==> src/rtl/omc_pkg.sv <==
// operating mode controller package: types, offsets, reset values
// assumes a 32-bit apb master and pins synchronised inside the block
package omc_pkg;

  typedef enum logic [2:0] {
    OMC_NOT_POWERED,
    OMC_POWER_OFF,
    OMC_IDLE,
    OMC_ACTIVE,
    OMC_CONNECTED
  } omc_mode_t;

  typedef struct packed {
    logic psel;
    logic penable;
    logic pwrite;
    logic [7:0] paddr;
    logic [31:0] pwdata;
  } omc_apb_req_t;

  typedef struct packed {
    logic [31:0] prdata;
    logic pready;
    logic pslverr;
  } omc_apb_rsp_t;

  // register byte offsets
  localparam logic [7:0] OMC_OFS_CTRL = 8'h00;
  localparam logic [7:0] OMC_OFS_STATUS = 8'h04;
  localparam logic [7:0] OMC_OFS_ALARM = 8'h08;
  localparam logic [7:0] OMC_OFS_WAKE = 8'h0c;

  // control fields
  localparam int OMC_CTRL_PS_LSB = 0;
  localparam int OMC_CTRL_FLOW_OFF = 2;
  localparam logic [1:0] OMC_PS_RST = 2'h0;
  localparam logic [1:0] OMC_PS_OFF = 2'h0;
  localparam logic [1:0] OMC_PS_UART_TIMER = 2'h1;
  localparam logic [1:0] OMC_PS_RTS = 2'h2;

  // wake cause bits
  localparam int OMC_WAKE_W = 6;
  localparam int OMC_WK_PAGING = 0;
  localparam int OMC_WK_TIMER = 1;
  localparam int OMC_WK_ALARM = 2;
  localparam int OMC_WK_RX = 3;
  localparam int OMC_WK_RTS = 4;
  localparam int OMC_WK_GNSS = 5;

  // synchronised pin indices
  localparam int OMC_PIN_W = 7;
  localparam int OMC_PIN_SUPPLY = 0;
  localparam int OMC_PIN_PON_REQ_N = 1;
  localparam int OMC_PIN_RX = 2;
  localparam int OMC_PIN_RTS_N = 3;
  localparam int OMC_PIN_GNSS = 4;
  localparam int OMC_PIN_EXT_CLK = 5;
  localparam int OMC_PIN_OFF_EVT = 6;
  // idle levels: supply absent, request released, line idle, rts off
  localparam logic [6:0] OMC_PIN_RST = 7'h0e;

  // cycle counts
  localparam int OMC_ACTIVE_HOLD_CYC = 64;
  localparam int OMC_UART_WAKE_CYC = 25000;

endpackage

==> src/rtl/omc_operating_mode_controller.sv <==
// operating mode controller: not-powered, power-off, idle, active, connected
// assumes call and paging pulses and the rtc alarm come from logic on the
// core clock; supply, request, uart and gnss lines are asynchronous pins
`timescale 1ns/1ps

// Function
// - supply loss forces not-powered mode
// - not-powered ignores power-on request and alarm
// - supply applied goes straight to active
// - power-off event in active enters power-off
// - power-off wakes on request low or alarm
// - supply loss in power-off gives not-powered
// - power-off: interfaces closed, only rtc runs
// - idle clocks core from slow reference
// - active and connected use fast reference
// - power saving resets disabled, set by command
// - power saving lets active drop to idle
// - paging instant wakes idle to active
// - setting one wakes periodically for uart
// - armed rtc alarm wakes idle
// - uart receive data wakes idle
// - rts on wakes when flow off, setting two
// - gnss data ready pin wakes idle
// - cts shows uart enabled or disabled
// - idle refuses application interface traffic
// - no idle without a slow clock source
// - call start moves active to connected
// - call end returns connected to active
// - power saving off keeps mode active
module omc_operating_mode_controller
  import omc_pkg::*;
#(
  parameter int HAS_SLOW_OSC = 1,
  parameter int ACTIVE_HOLD = OMC_ACTIVE_HOLD_CYC,
  parameter int UART_WAKE_PERIOD = OMC_UART_WAKE_CYC
) (
  input wire logic i_core_clk,
  input wire logic i_rst_b,
  input wire omc_apb_req_t i_apb,
  output omc_apb_rsp_t o_apb,
  input wire logic i_supply_present,
  input wire logic i_power_on_request_n,
  input wire logic i_uart_rx,
  input wire logic i_rts_n,
  input wire logic i_positioning_data_ready_pin,
  input wire logic i_ext_slow_clock_in_valid,
  input wire logic i_power_off_event,
  input wire logic i_rtc_alarm,
  input wire logic i_paging_due,
  input wire logic i_call_start,
  input wire logic i_call_end,
  input wire logic i_activity_busy,
  output omc_mode_t o_mode,
  output logic o_core_clk_fast,
  output logic o_slow_clk_from_ext,
  output logic o_iface_enable,
  output logic o_rtc_run,
  output logic o_cts_n
);

  generate
    if (HAS_SLOW_OSC < 0 || HAS_SLOW_OSC > 1) begin : g_chk_osc
      $error("HAS_SLOW_OSC must be 0 or 1");
    end
    if (ACTIVE_HOLD < 1 || ACTIVE_HOLD > 65535) begin : g_chk_hold
      $error("ACTIVE_HOLD out of range");
    end
    if (UART_WAKE_PERIOD < 2 || UART_WAKE_PERIOD > 16777215) begin : g_chk_per
      $error("UART_WAKE_PERIOD out of range");
    end
  endgenerate

  localparam logic [15:0] HOLD_LOAD = 16'(ACTIVE_HOLD);
  localparam logic [23:0] PERIOD_END = 24'(UART_WAKE_PERIOD - 1);

  logic [OMC_PIN_W-1:0] pin_raw;
  logic [OMC_PIN_W-1:0] pin_s1;
  logic [OMC_PIN_W-1:0] pin_s2;
  logic [OMC_PIN_W-1:0] pin_s3;
  logic [OMC_PIN_W-1:0] pin;
  logic [OMC_PIN_W-1:0] pin_d;

  omc_mode_t mode;
  omc_mode_t next_mode;
  logic [1:0] ps_setting;
  logic flow_off;
  logic alarm_armed;
  logic [OMC_WAKE_W-1:0] wake_cause;
  logic [OMC_WAKE_W-1:0] wake_now;
  logic [15:0] hold_cnt;
  logic [23:0] uart_tmr;
  logic timer_hit;
  logic slow_ok;
  logic ps_enabled;
  logic idle_ok;
  logic wake_any;
  logic alarm_hit;
  logic off_evt;
  logic apb_setup;
  logic apb_write;
  logic [31:0] rd_data;
  logic rd_err;
  logic up_next;
  logic [31:0] prdata_q;
  logic pslverr_q;

  assign pin_raw[OMC_PIN_SUPPLY] = i_supply_present;
  assign pin_raw[OMC_PIN_PON_REQ_N] = i_power_on_request_n;
  assign pin_raw[OMC_PIN_RX] = i_uart_rx;
  assign pin_raw[OMC_PIN_RTS_N] = i_rts_n;
  assign pin_raw[OMC_PIN_GNSS] = i_positioning_data_ready_pin;
  assign pin_raw[OMC_PIN_EXT_CLK] = i_ext_slow_clock_in_valid;
  assign pin_raw[OMC_PIN_OFF_EVT] = i_power_off_event;

  // three stages; a level is taken only once stages two and three agree
  genvar gi;
  generate
    for (gi = 0; gi < OMC_PIN_W; gi++) begin : g_sync
      always_ff @(posedge i_core_clk or negedge i_rst_b) begin
        if (!i_rst_b) begin
          pin_s1[gi] <= OMC_PIN_RST[gi];
          pin_s2[gi] <= OMC_PIN_RST[gi];
          pin_s3[gi] <= OMC_PIN_RST[gi];
          pin[gi] <= OMC_PIN_RST[gi];
          pin_d[gi] <= OMC_PIN_RST[gi];
        end else begin
          pin_s1[gi] <= pin_raw[gi];
          pin_s2[gi] <= pin_s1[gi];
          pin_s3[gi] <= pin_s2[gi];
          pin_d[gi] <= pin[gi];
          if (pin_s2[gi] == pin_s3[gi]) begin
            pin[gi] <= pin_s3[gi];
          end
        end
      end
    end
  endgenerate

  assign slow_ok = (HAS_SLOW_OSC == 1) || pin[OMC_PIN_EXT_CLK];
  assign ps_enabled = (ps_setting != OMC_PS_OFF);
  assign alarm_hit = i_rtc_alarm && alarm_armed;
  assign off_evt = pin[OMC_PIN_OFF_EVT] && !pin_d[OMC_PIN_OFF_EVT];
  assign timer_hit = (ps_setting == OMC_PS_UART_TIMER) && (uart_tmr == PERIOD_END);

  assign wake_now[OMC_WK_PAGING] = i_paging_due;
  assign wake_now[OMC_WK_TIMER] = timer_hit;
  assign wake_now[OMC_WK_ALARM] = alarm_hit;
  assign wake_now[OMC_WK_RX] = pin_d[OMC_PIN_RX] && !pin[OMC_PIN_RX];
  assign wake_now[OMC_WK_RTS] = flow_off && (ps_setting == OMC_PS_RTS)
                                && !pin[OMC_PIN_RTS_N];
  assign wake_now[OMC_WK_GNSS] = pin[OMC_PIN_GNSS];

  assign wake_any = |wake_now;

  // idle only when quiet; never with saving off
  assign idle_ok = ps_enabled && slow_ok && !i_activity_busy
                   && (hold_cnt == 16'h0000) && !wake_any;

  always_comb begin
    next_mode = mode;
    if (!pin[OMC_PIN_SUPPLY]) begin
      next_mode = OMC_NOT_POWERED;
    end else begin
      case (mode)
        OMC_NOT_POWERED: begin
          next_mode = OMC_ACTIVE;
        end
        OMC_POWER_OFF: begin
          if (!pin[OMC_PIN_PON_REQ_N] || alarm_hit) begin
            next_mode = OMC_ACTIVE;
          end
        end
        OMC_IDLE: begin
          if (wake_any) begin
            next_mode = OMC_ACTIVE;
          end
        end
        OMC_ACTIVE: begin
          if (off_evt) begin
            next_mode = OMC_POWER_OFF;
          end else if (i_call_start) begin
            next_mode = OMC_CONNECTED;
          end else if (idle_ok) begin
            next_mode = OMC_IDLE;
          end
        end
        OMC_CONNECTED: begin
          if (i_call_end) begin
            next_mode = OMC_ACTIVE;
          end
        end
        default: begin
          next_mode = OMC_NOT_POWERED;
        end
      endcase
    end
  end

  always_ff @(posedge i_core_clk or negedge i_rst_b) begin
    if (!i_rst_b) begin
      mode <= OMC_NOT_POWERED;
    end else begin
      mode <= next_mode;
    end
  end

  // keeps a woken core awake long enough to do its work before idling again
  always_ff @(posedge i_core_clk or negedge i_rst_b) begin
    if (!i_rst_b) begin
      hold_cnt <= 16'h0000;
    end else if (next_mode == OMC_ACTIVE && mode != OMC_ACTIVE) begin
      hold_cnt <= HOLD_LOAD;
    end else if (mode == OMC_ACTIVE && hold_cnt != 16'h0000) begin
      hold_cnt <= hold_cnt - 16'h0001;
    end
  end

  // idle period counter, cleared whenever idle is left
  always_ff @(posedge i_core_clk or negedge i_rst_b) begin
    if (!i_rst_b) begin
      uart_tmr <= 24'h000000;
    end else if (mode != OMC_IDLE || timer_hit) begin
      uart_tmr <= 24'h000000;
    end else begin
      uart_tmr <= uart_tmr + 24'h000001;
    end
  end

  assign up_next = (next_mode == OMC_ACTIVE) || (next_mode == OMC_CONNECTED);

  // outputs other than o_slow_clk_from_ext follow next_mode so they change on the same edge as the mode
  always_ff @(posedge i_core_clk or negedge i_rst_b) begin
    if (!i_rst_b) begin
      o_mode <= OMC_NOT_POWERED;
    end else begin
      o_mode <= next_mode;
    end
  end

  always_ff @(posedge i_core_clk or negedge i_rst_b) begin
    if (!i_rst_b) begin
      o_core_clk_fast <= 1'b0;
    end else begin
      o_core_clk_fast <= up_next;
    end
  end

  always_ff @(posedge i_core_clk or negedge i_rst_b) begin
    if (!i_rst_b) begin
      o_slow_clk_from_ext <= 1'b0;
    end else begin
      o_slow_clk_from_ext <= (HAS_SLOW_OSC == 0);
    end
  end

  always_ff @(posedge i_core_clk or negedge i_rst_b) begin
    if (!i_rst_b) begin
      o_iface_enable <= 1'b0;
    end else begin
      o_iface_enable <= up_next;
    end
  end

  always_ff @(posedge i_core_clk or negedge i_rst_b) begin
    if (!i_rst_b) begin
      o_rtc_run <= 1'b0;
    end else begin
      o_rtc_run <= (next_mode != OMC_NOT_POWERED);
    end
  end

  always_ff @(posedge i_core_clk or negedge i_rst_b) begin
    if (!i_rst_b) begin
      o_cts_n <= 1'b1;
    end else begin
      o_cts_n <= !up_next;
    end
  end

  // apb slave: zero wait states, read data captured in the setup cycle
  assign apb_setup = i_apb.psel && !i_apb.penable;
  assign apb_write = i_apb.psel && i_apb.penable && i_apb.pwrite;

  // saving setting only through the control write
  always_ff @(posedge i_core_clk or negedge i_rst_b) begin
    if (!i_rst_b) begin
      ps_setting <= OMC_PS_RST;
      flow_off <= 1'b0;
    end else if (apb_write && i_apb.paddr == OMC_OFS_CTRL) begin
      ps_setting <= i_apb.pwdata[OMC_CTRL_PS_LSB +: 2];
      flow_off <= i_apb.pwdata[OMC_CTRL_FLOW_OFF];
    end
  end

  // alarm armed by command, consumed when it fires in idle or power-off
  always_ff @(posedge i_core_clk or negedge i_rst_b) begin
    if (!i_rst_b) begin
      alarm_armed <= 1'b0;
    end else if (apb_write && i_apb.paddr == OMC_OFS_ALARM) begin
      alarm_armed <= i_apb.pwdata[0];
    end else if (alarm_hit && (mode == OMC_IDLE || mode == OMC_POWER_OFF)) begin
      alarm_armed <= 1'b0;
    end
  end

  // sticky wake causes, write one to clear; a new wake beats the clear
  always_ff @(posedge i_core_clk or negedge i_rst_b) begin
    if (!i_rst_b) begin
      wake_cause <= '0;
    end else begin
      for (int k = 0; k < OMC_WAKE_W; k++) begin
        if (mode == OMC_IDLE && wake_now[k]) begin
          wake_cause[k] <= 1'b1;
        end else if (apb_write && i_apb.paddr == OMC_OFS_WAKE && i_apb.pwdata[k]) begin
          wake_cause[k] <= 1'b0;
        end
      end
    end
  end

  always_comb begin
    rd_data = 32'h00000000;
    rd_err = 1'b0;
    case (i_apb.paddr)
      OMC_OFS_CTRL: begin
        rd_data[OMC_CTRL_PS_LSB +: 2] = ps_setting;
        rd_data[OMC_CTRL_FLOW_OFF] = flow_off;
      end
      OMC_OFS_STATUS: begin
        rd_data[2:0] = mode;
        rd_data[3] = o_core_clk_fast;
        rd_data[4] = !o_cts_n;
        rd_data[5] = o_iface_enable;
        rd_data[6] = slow_ok;
        rd_data[7] = pin[OMC_PIN_SUPPLY];
      end
      OMC_OFS_ALARM: begin
        rd_data[0] = alarm_armed;
      end
      OMC_OFS_WAKE: begin
        rd_data[OMC_WAKE_W-1:0] = wake_cause;
      end
      default: begin
        rd_err = 1'b1;
      end
    endcase
  end

  always_ff @(posedge i_core_clk or negedge i_rst_b) begin
    if (!i_rst_b) begin
      prdata_q <= 32'h00000000;
      pslverr_q <= 1'b0;
    end else if (apb_setup) begin
      prdata_q <= i_apb.pwrite ? 32'h00000000 : rd_data;
      pslverr_q <= rd_err;
    end
  end

  // no wait states: every access completes in its first access cycle
  assign o_apb = '{prdata: prdata_q, pready: 1'b1, pslverr: pslverr_q};

endmodule

==> config.mk <==
export PLATFORM = sky130hd
export DESIGN_NAME = omc_operating_mode_controller
export DESIGN_NICKNAME = d
export VERILOG_FILES = /design/src/rtl/omc_pkg.sv /design/src/rtl/omc_operating_mode_controller.sv
export SDC_FILE = /design/constraint.sdc
export NUM_CORES = 1
export LEC_CHECK = 0
export BUFFER_PORTS_ARGS = -buffer_cell sky130_fd_sc_hd__buf_2
export CAP_MARGIN = 20
export CORE_MARGIN = 5
export CORE_UTILIZATION = 47
export DETAILED_ROUTE_END_ITERATION = 10
export PLACE_DENSITY_LB_ADDON = 0.25
export SLEW_MARGIN = 20
export SYNTH_ARGS = -nofsm -noshare
export SYNTH_HDL_FRONTEND = slang
export SYNTH_SLANG_ARGS = --single-unit
export TNS_END_PERCENT = 5
==> constraint.sdc <==
create_clock -name i_core_clk -period 2.8 [get_ports i_core_clk]
set_clock_uncertainty 0.05 [all_clocks]
set_input_delay 0.56 -clock i_core_clk [delete_from_list [all_inputs] [get_ports i_core_clk]]
set_output_delay 0.56 -clock i_core_clk [all_outputs]
set_load 0.02 [all_outputs]
==> run_results.csv <==
group,metric,value,unit
sta,max_freq,427,MHz
drt,viasPerCell,5.13,
logic_synthesis,synth_warnings,0,
worst_setup_path,worst_ep_required_time,2.98,ns
clock_tree,post_cts_resized,0,
pwr,power.switching,0.000959,W
drt,wire_per_inst,14.3,um
cells_and_area,layout.cells.most_common,"dfrtp_1",
sta,rsz0062_at_grt,"false",
clock_tree,clk_pin_slew,0.09,ns
clock_tree,htree_levels,3,
logic_synthesis,synth_edf_count,0,
sta,period_share,83.6,%
logic_synthesis,syn_inst,400,
cells_and_area,area_growth_syn_to_layout,10.8,%
pwr,sw_frac_of_total,30.4,%
logic_synthesis,synthArstFlopShare,100,%
cells_and_area,drive_gt1_share,20.9,%
worst_setup_path,cp-start-kind,"register",
sta,hold_viol,0,
clock_tree,cts_tree,"yes",
global_route,grt_pass1_wl,14.0,mm
global_route,first_global_vias,2898,
sta,worst_slack,0.460,ns
cells_and_area,fill_cells,795,
clock_tree,clockRootBuffer,"clkbuf_8",
drt,drtPass1Iterations,4,
logic_synthesis,yosysTopAreaCell,"dfrtp_1",
sta,tightest_slew,0.697,ns
worst_setup_path,regToRegEndpoint,"hold_cnt[14]",
logic_synthesis,synth_top_area_share,45.5,%
clock_tree,cts_max_path_buffers,2,
drt,drc_errors,0,
cells_and_area,fin_area,4690,um^2
pwr,peakVddDrop,426,uV
drt,drt-initial-drc-count,153,
sta,hold_slack,0.184,ns
clock_tree,ctsHoldBuffers,0,
global_route,gr-total-overflow,0,
clock_tree,worstSkewPairLatency,0.36,ns
clock_tree,cts.sinks,91,
worst_setup_path,path_cells,"or4_1 -> nor4_4 -> a211oi_2 -> nor4b_1 -> xnor2_1 -> nor2_1",
sta,slew_violations,0,
drt,ant_nets,0,
worst_setup_path,crit_slowest_cell,"or4_1",
clock_tree,numCtsBuffers,9,
logic_synthesis,ys_ff_latch,91,
floorplanning,core_region_area,8760,um^2
floorplanning,die-area,11000,um^2
pwr,p_seq_share,48.8,%
sta,fin_tns_setup,0,ns
pwr,clkPwrFrac,31.5,%
flow_run,drv_cap,0,
cells_and_area,regArea,2290,um^2
floorplanning,die_h,105,um
cells_and_area,nNetsFinal,505,
floorplanning,initial_core_util,48.3,%
logic_synthesis,netlist_area,4230,um^2
logic_synthesis,synth_ff_type,"dfrtp_1",
cells_and_area,multiInputGateArea,1730,um^2
worst_setup_path,r2r_slack,0.46,ns
placed_design,place_area,4460,um^2
clock_tree,postCtsSetupBuffers,0,
sta,period_needed,2.34,ns
worst_setup_path,max_stage_delay,0.70,ns
hold_path,holdCritPathClass,"input port to async pin",
run_status,status,"finished, final reports clean",
worst_setup_path,r2r_start,"hold_cnt[4]",
drt,drt-total-wl,7.97,mm
worst_setup_path,critPathCaptureType,"register",
cells_and_area,final_cell_mix,"dfrtp_1, nor2_1, buf_2",
floorplanning,io_pins,99,
worst_setup_path,reg2regPathDepth,6,
sta,setup_viol,0,
pwr,p_leak,2.13,nW
logic_synthesis,synth_cell_types,55,
cells_and_area,antenna_cells,0,
floorplanning,rows,34,
drt,via_count,2860,
global_route,grt_max_degree,53,
floorplanning,die_x,105,um
global_route,antenna_found_initial,0,
placed_design,dp_hpwl,5.68,mm
sta,relSlewSlack,53.2,%
logic_synthesis,ys_seq_area_share,54.2,%
logic_synthesis,synth_area_leaders,"dfrtp_1, dfstp_2, nor2_1, buf_4, xor2_1",
placed_design,dp_slack,0.472,ns
global_route,grt_use_total,15.3,%
pwr,p_total,0.00315,W
pwr,p_comb_share,19.7,%
pwr,intPower,0.00219,W
pwr,pwr_density_cell,672,nW/um^2
worst_setup_path,crit_fanout,7,
placed_design,place.port_buffers,45,
logic_synthesis,synth.avg_cell_area,10.6,um^2
placed_design,place_congestion,0.777,
worst_setup_path,path_class,"register to register",
worst_setup_path,arrival,2.52,ns
## state kept, by name, indices dropped and copies added, names as in the netlist, 3 cells and up
signal      flops
o_mode          3
pin_s2          6
hold_cnt       16
pin             6
wake_cause      6
prdata_q        8
pin_s3          6
uart_tmr       24
pin_s1          6
## critical path, delay by kind of cell, from the launching register on
family	cells	cell delay (ns)
AND/OR/NAND/NOR	4	1.36
flip-flops	1	0.41
XOR/XNOR	1	0.17
AO/OA/AOI/OAI	1	0.21
## per-layer routing
layer / GRT usage, % / routed length [um] / vias to the layer above
met4: 4.75 / 101 / 0
met1: 21.5 / 3840 / 1384
met2: 23.2 / 3520 / 73
li1: - / - / 1394
met3: 4.13 / 506 / 9
met5: 0 / 0 / -
## cells by family (layout without fill, tap and decap cells)
kind of cell / Yosys count / in the layout / share of synthesized area, %
compound gates: 41 / 41 / 6.71
xor+xnor: 37 / 37 / 7.66
fa+ha+maj: 9 / 9 / 2.31
buf+inv: 48 / 74 / 7.04
flops: 91 / 91 / 54.2
mux: 6 / 6 / 1.80
other cells: 2 / 26 / 0.177
simple gates: 166 / 166 / 20.1
## synth_stat cells, drive strengths merged (2+ instances only)
master  number
a211oi       2
a21o         4
a21oi       10
a22o         4
and2         2
and3         7
and4         4
buf         30
clkbuf       9
conb         2
dfrtp       77
dfstp       14
ha           3
inv          9
maj3         6
mux2         3
mux2i        2
nand2       32
nand2b       4
nand3       19
nand3b       5
nand4        6
nand4b       2
nor2        62
nor2b        2
nor3         3
nor4         6
nor4b        2
o21ai       14
or3          2
or4          3
xnor2       14
xor2        23
## layout make-up
type	instances	area share, %
timing repair buffer	49	5.76
multi-input combinational	285	36.9
clock inverter	5	1.79
sequential	91	48.9
tap	108	2.88
inverter	9	0.720
clock buffer	11	3.01
## power by group through the flow
stage	registers, W	logic, W	clock network [W]
final	0.00154	0.000619	0.000994
after global routing	0.00156	0.000690	0.00108
after CTS	0.00154	0.000626	0.00102
after detailed placement	0.00156	0.000624	0
after global placement	0.00156	0.000603	0
after floorplan	0.00154	0.000508	0
## through the flow
stage                     cells  utilization, %
after global routing        558            53.5
after floorplan             424               -
final                       558            53.5
after CTS                   558            53.5
after detailed placement    542            50.9
after global placement      542            50.9
## worst max path at each step
stage | start | endpoint | slack, ns | depth (start not counted)
after floorplan | o_mode[2] | hold_cnt[10] | 0.71 | 9
after global placement | uart_tmr[0] | hold_cnt[5] | 0.52 | 7
after detailed placement | hold_cnt[4] | hold_cnt[14] | 0.47 | 6
after CTS | hold_cnt[4] | hold_cnt[14] | 0.44 | 6
after global routing | hold_cnt[4] | hold_cnt[14] | 0.31 | 6
final | hold_cnt[4] | hold_cnt[14] | 0.46 | 6
No activity file was read; power rests on OpenSTA's default activity.
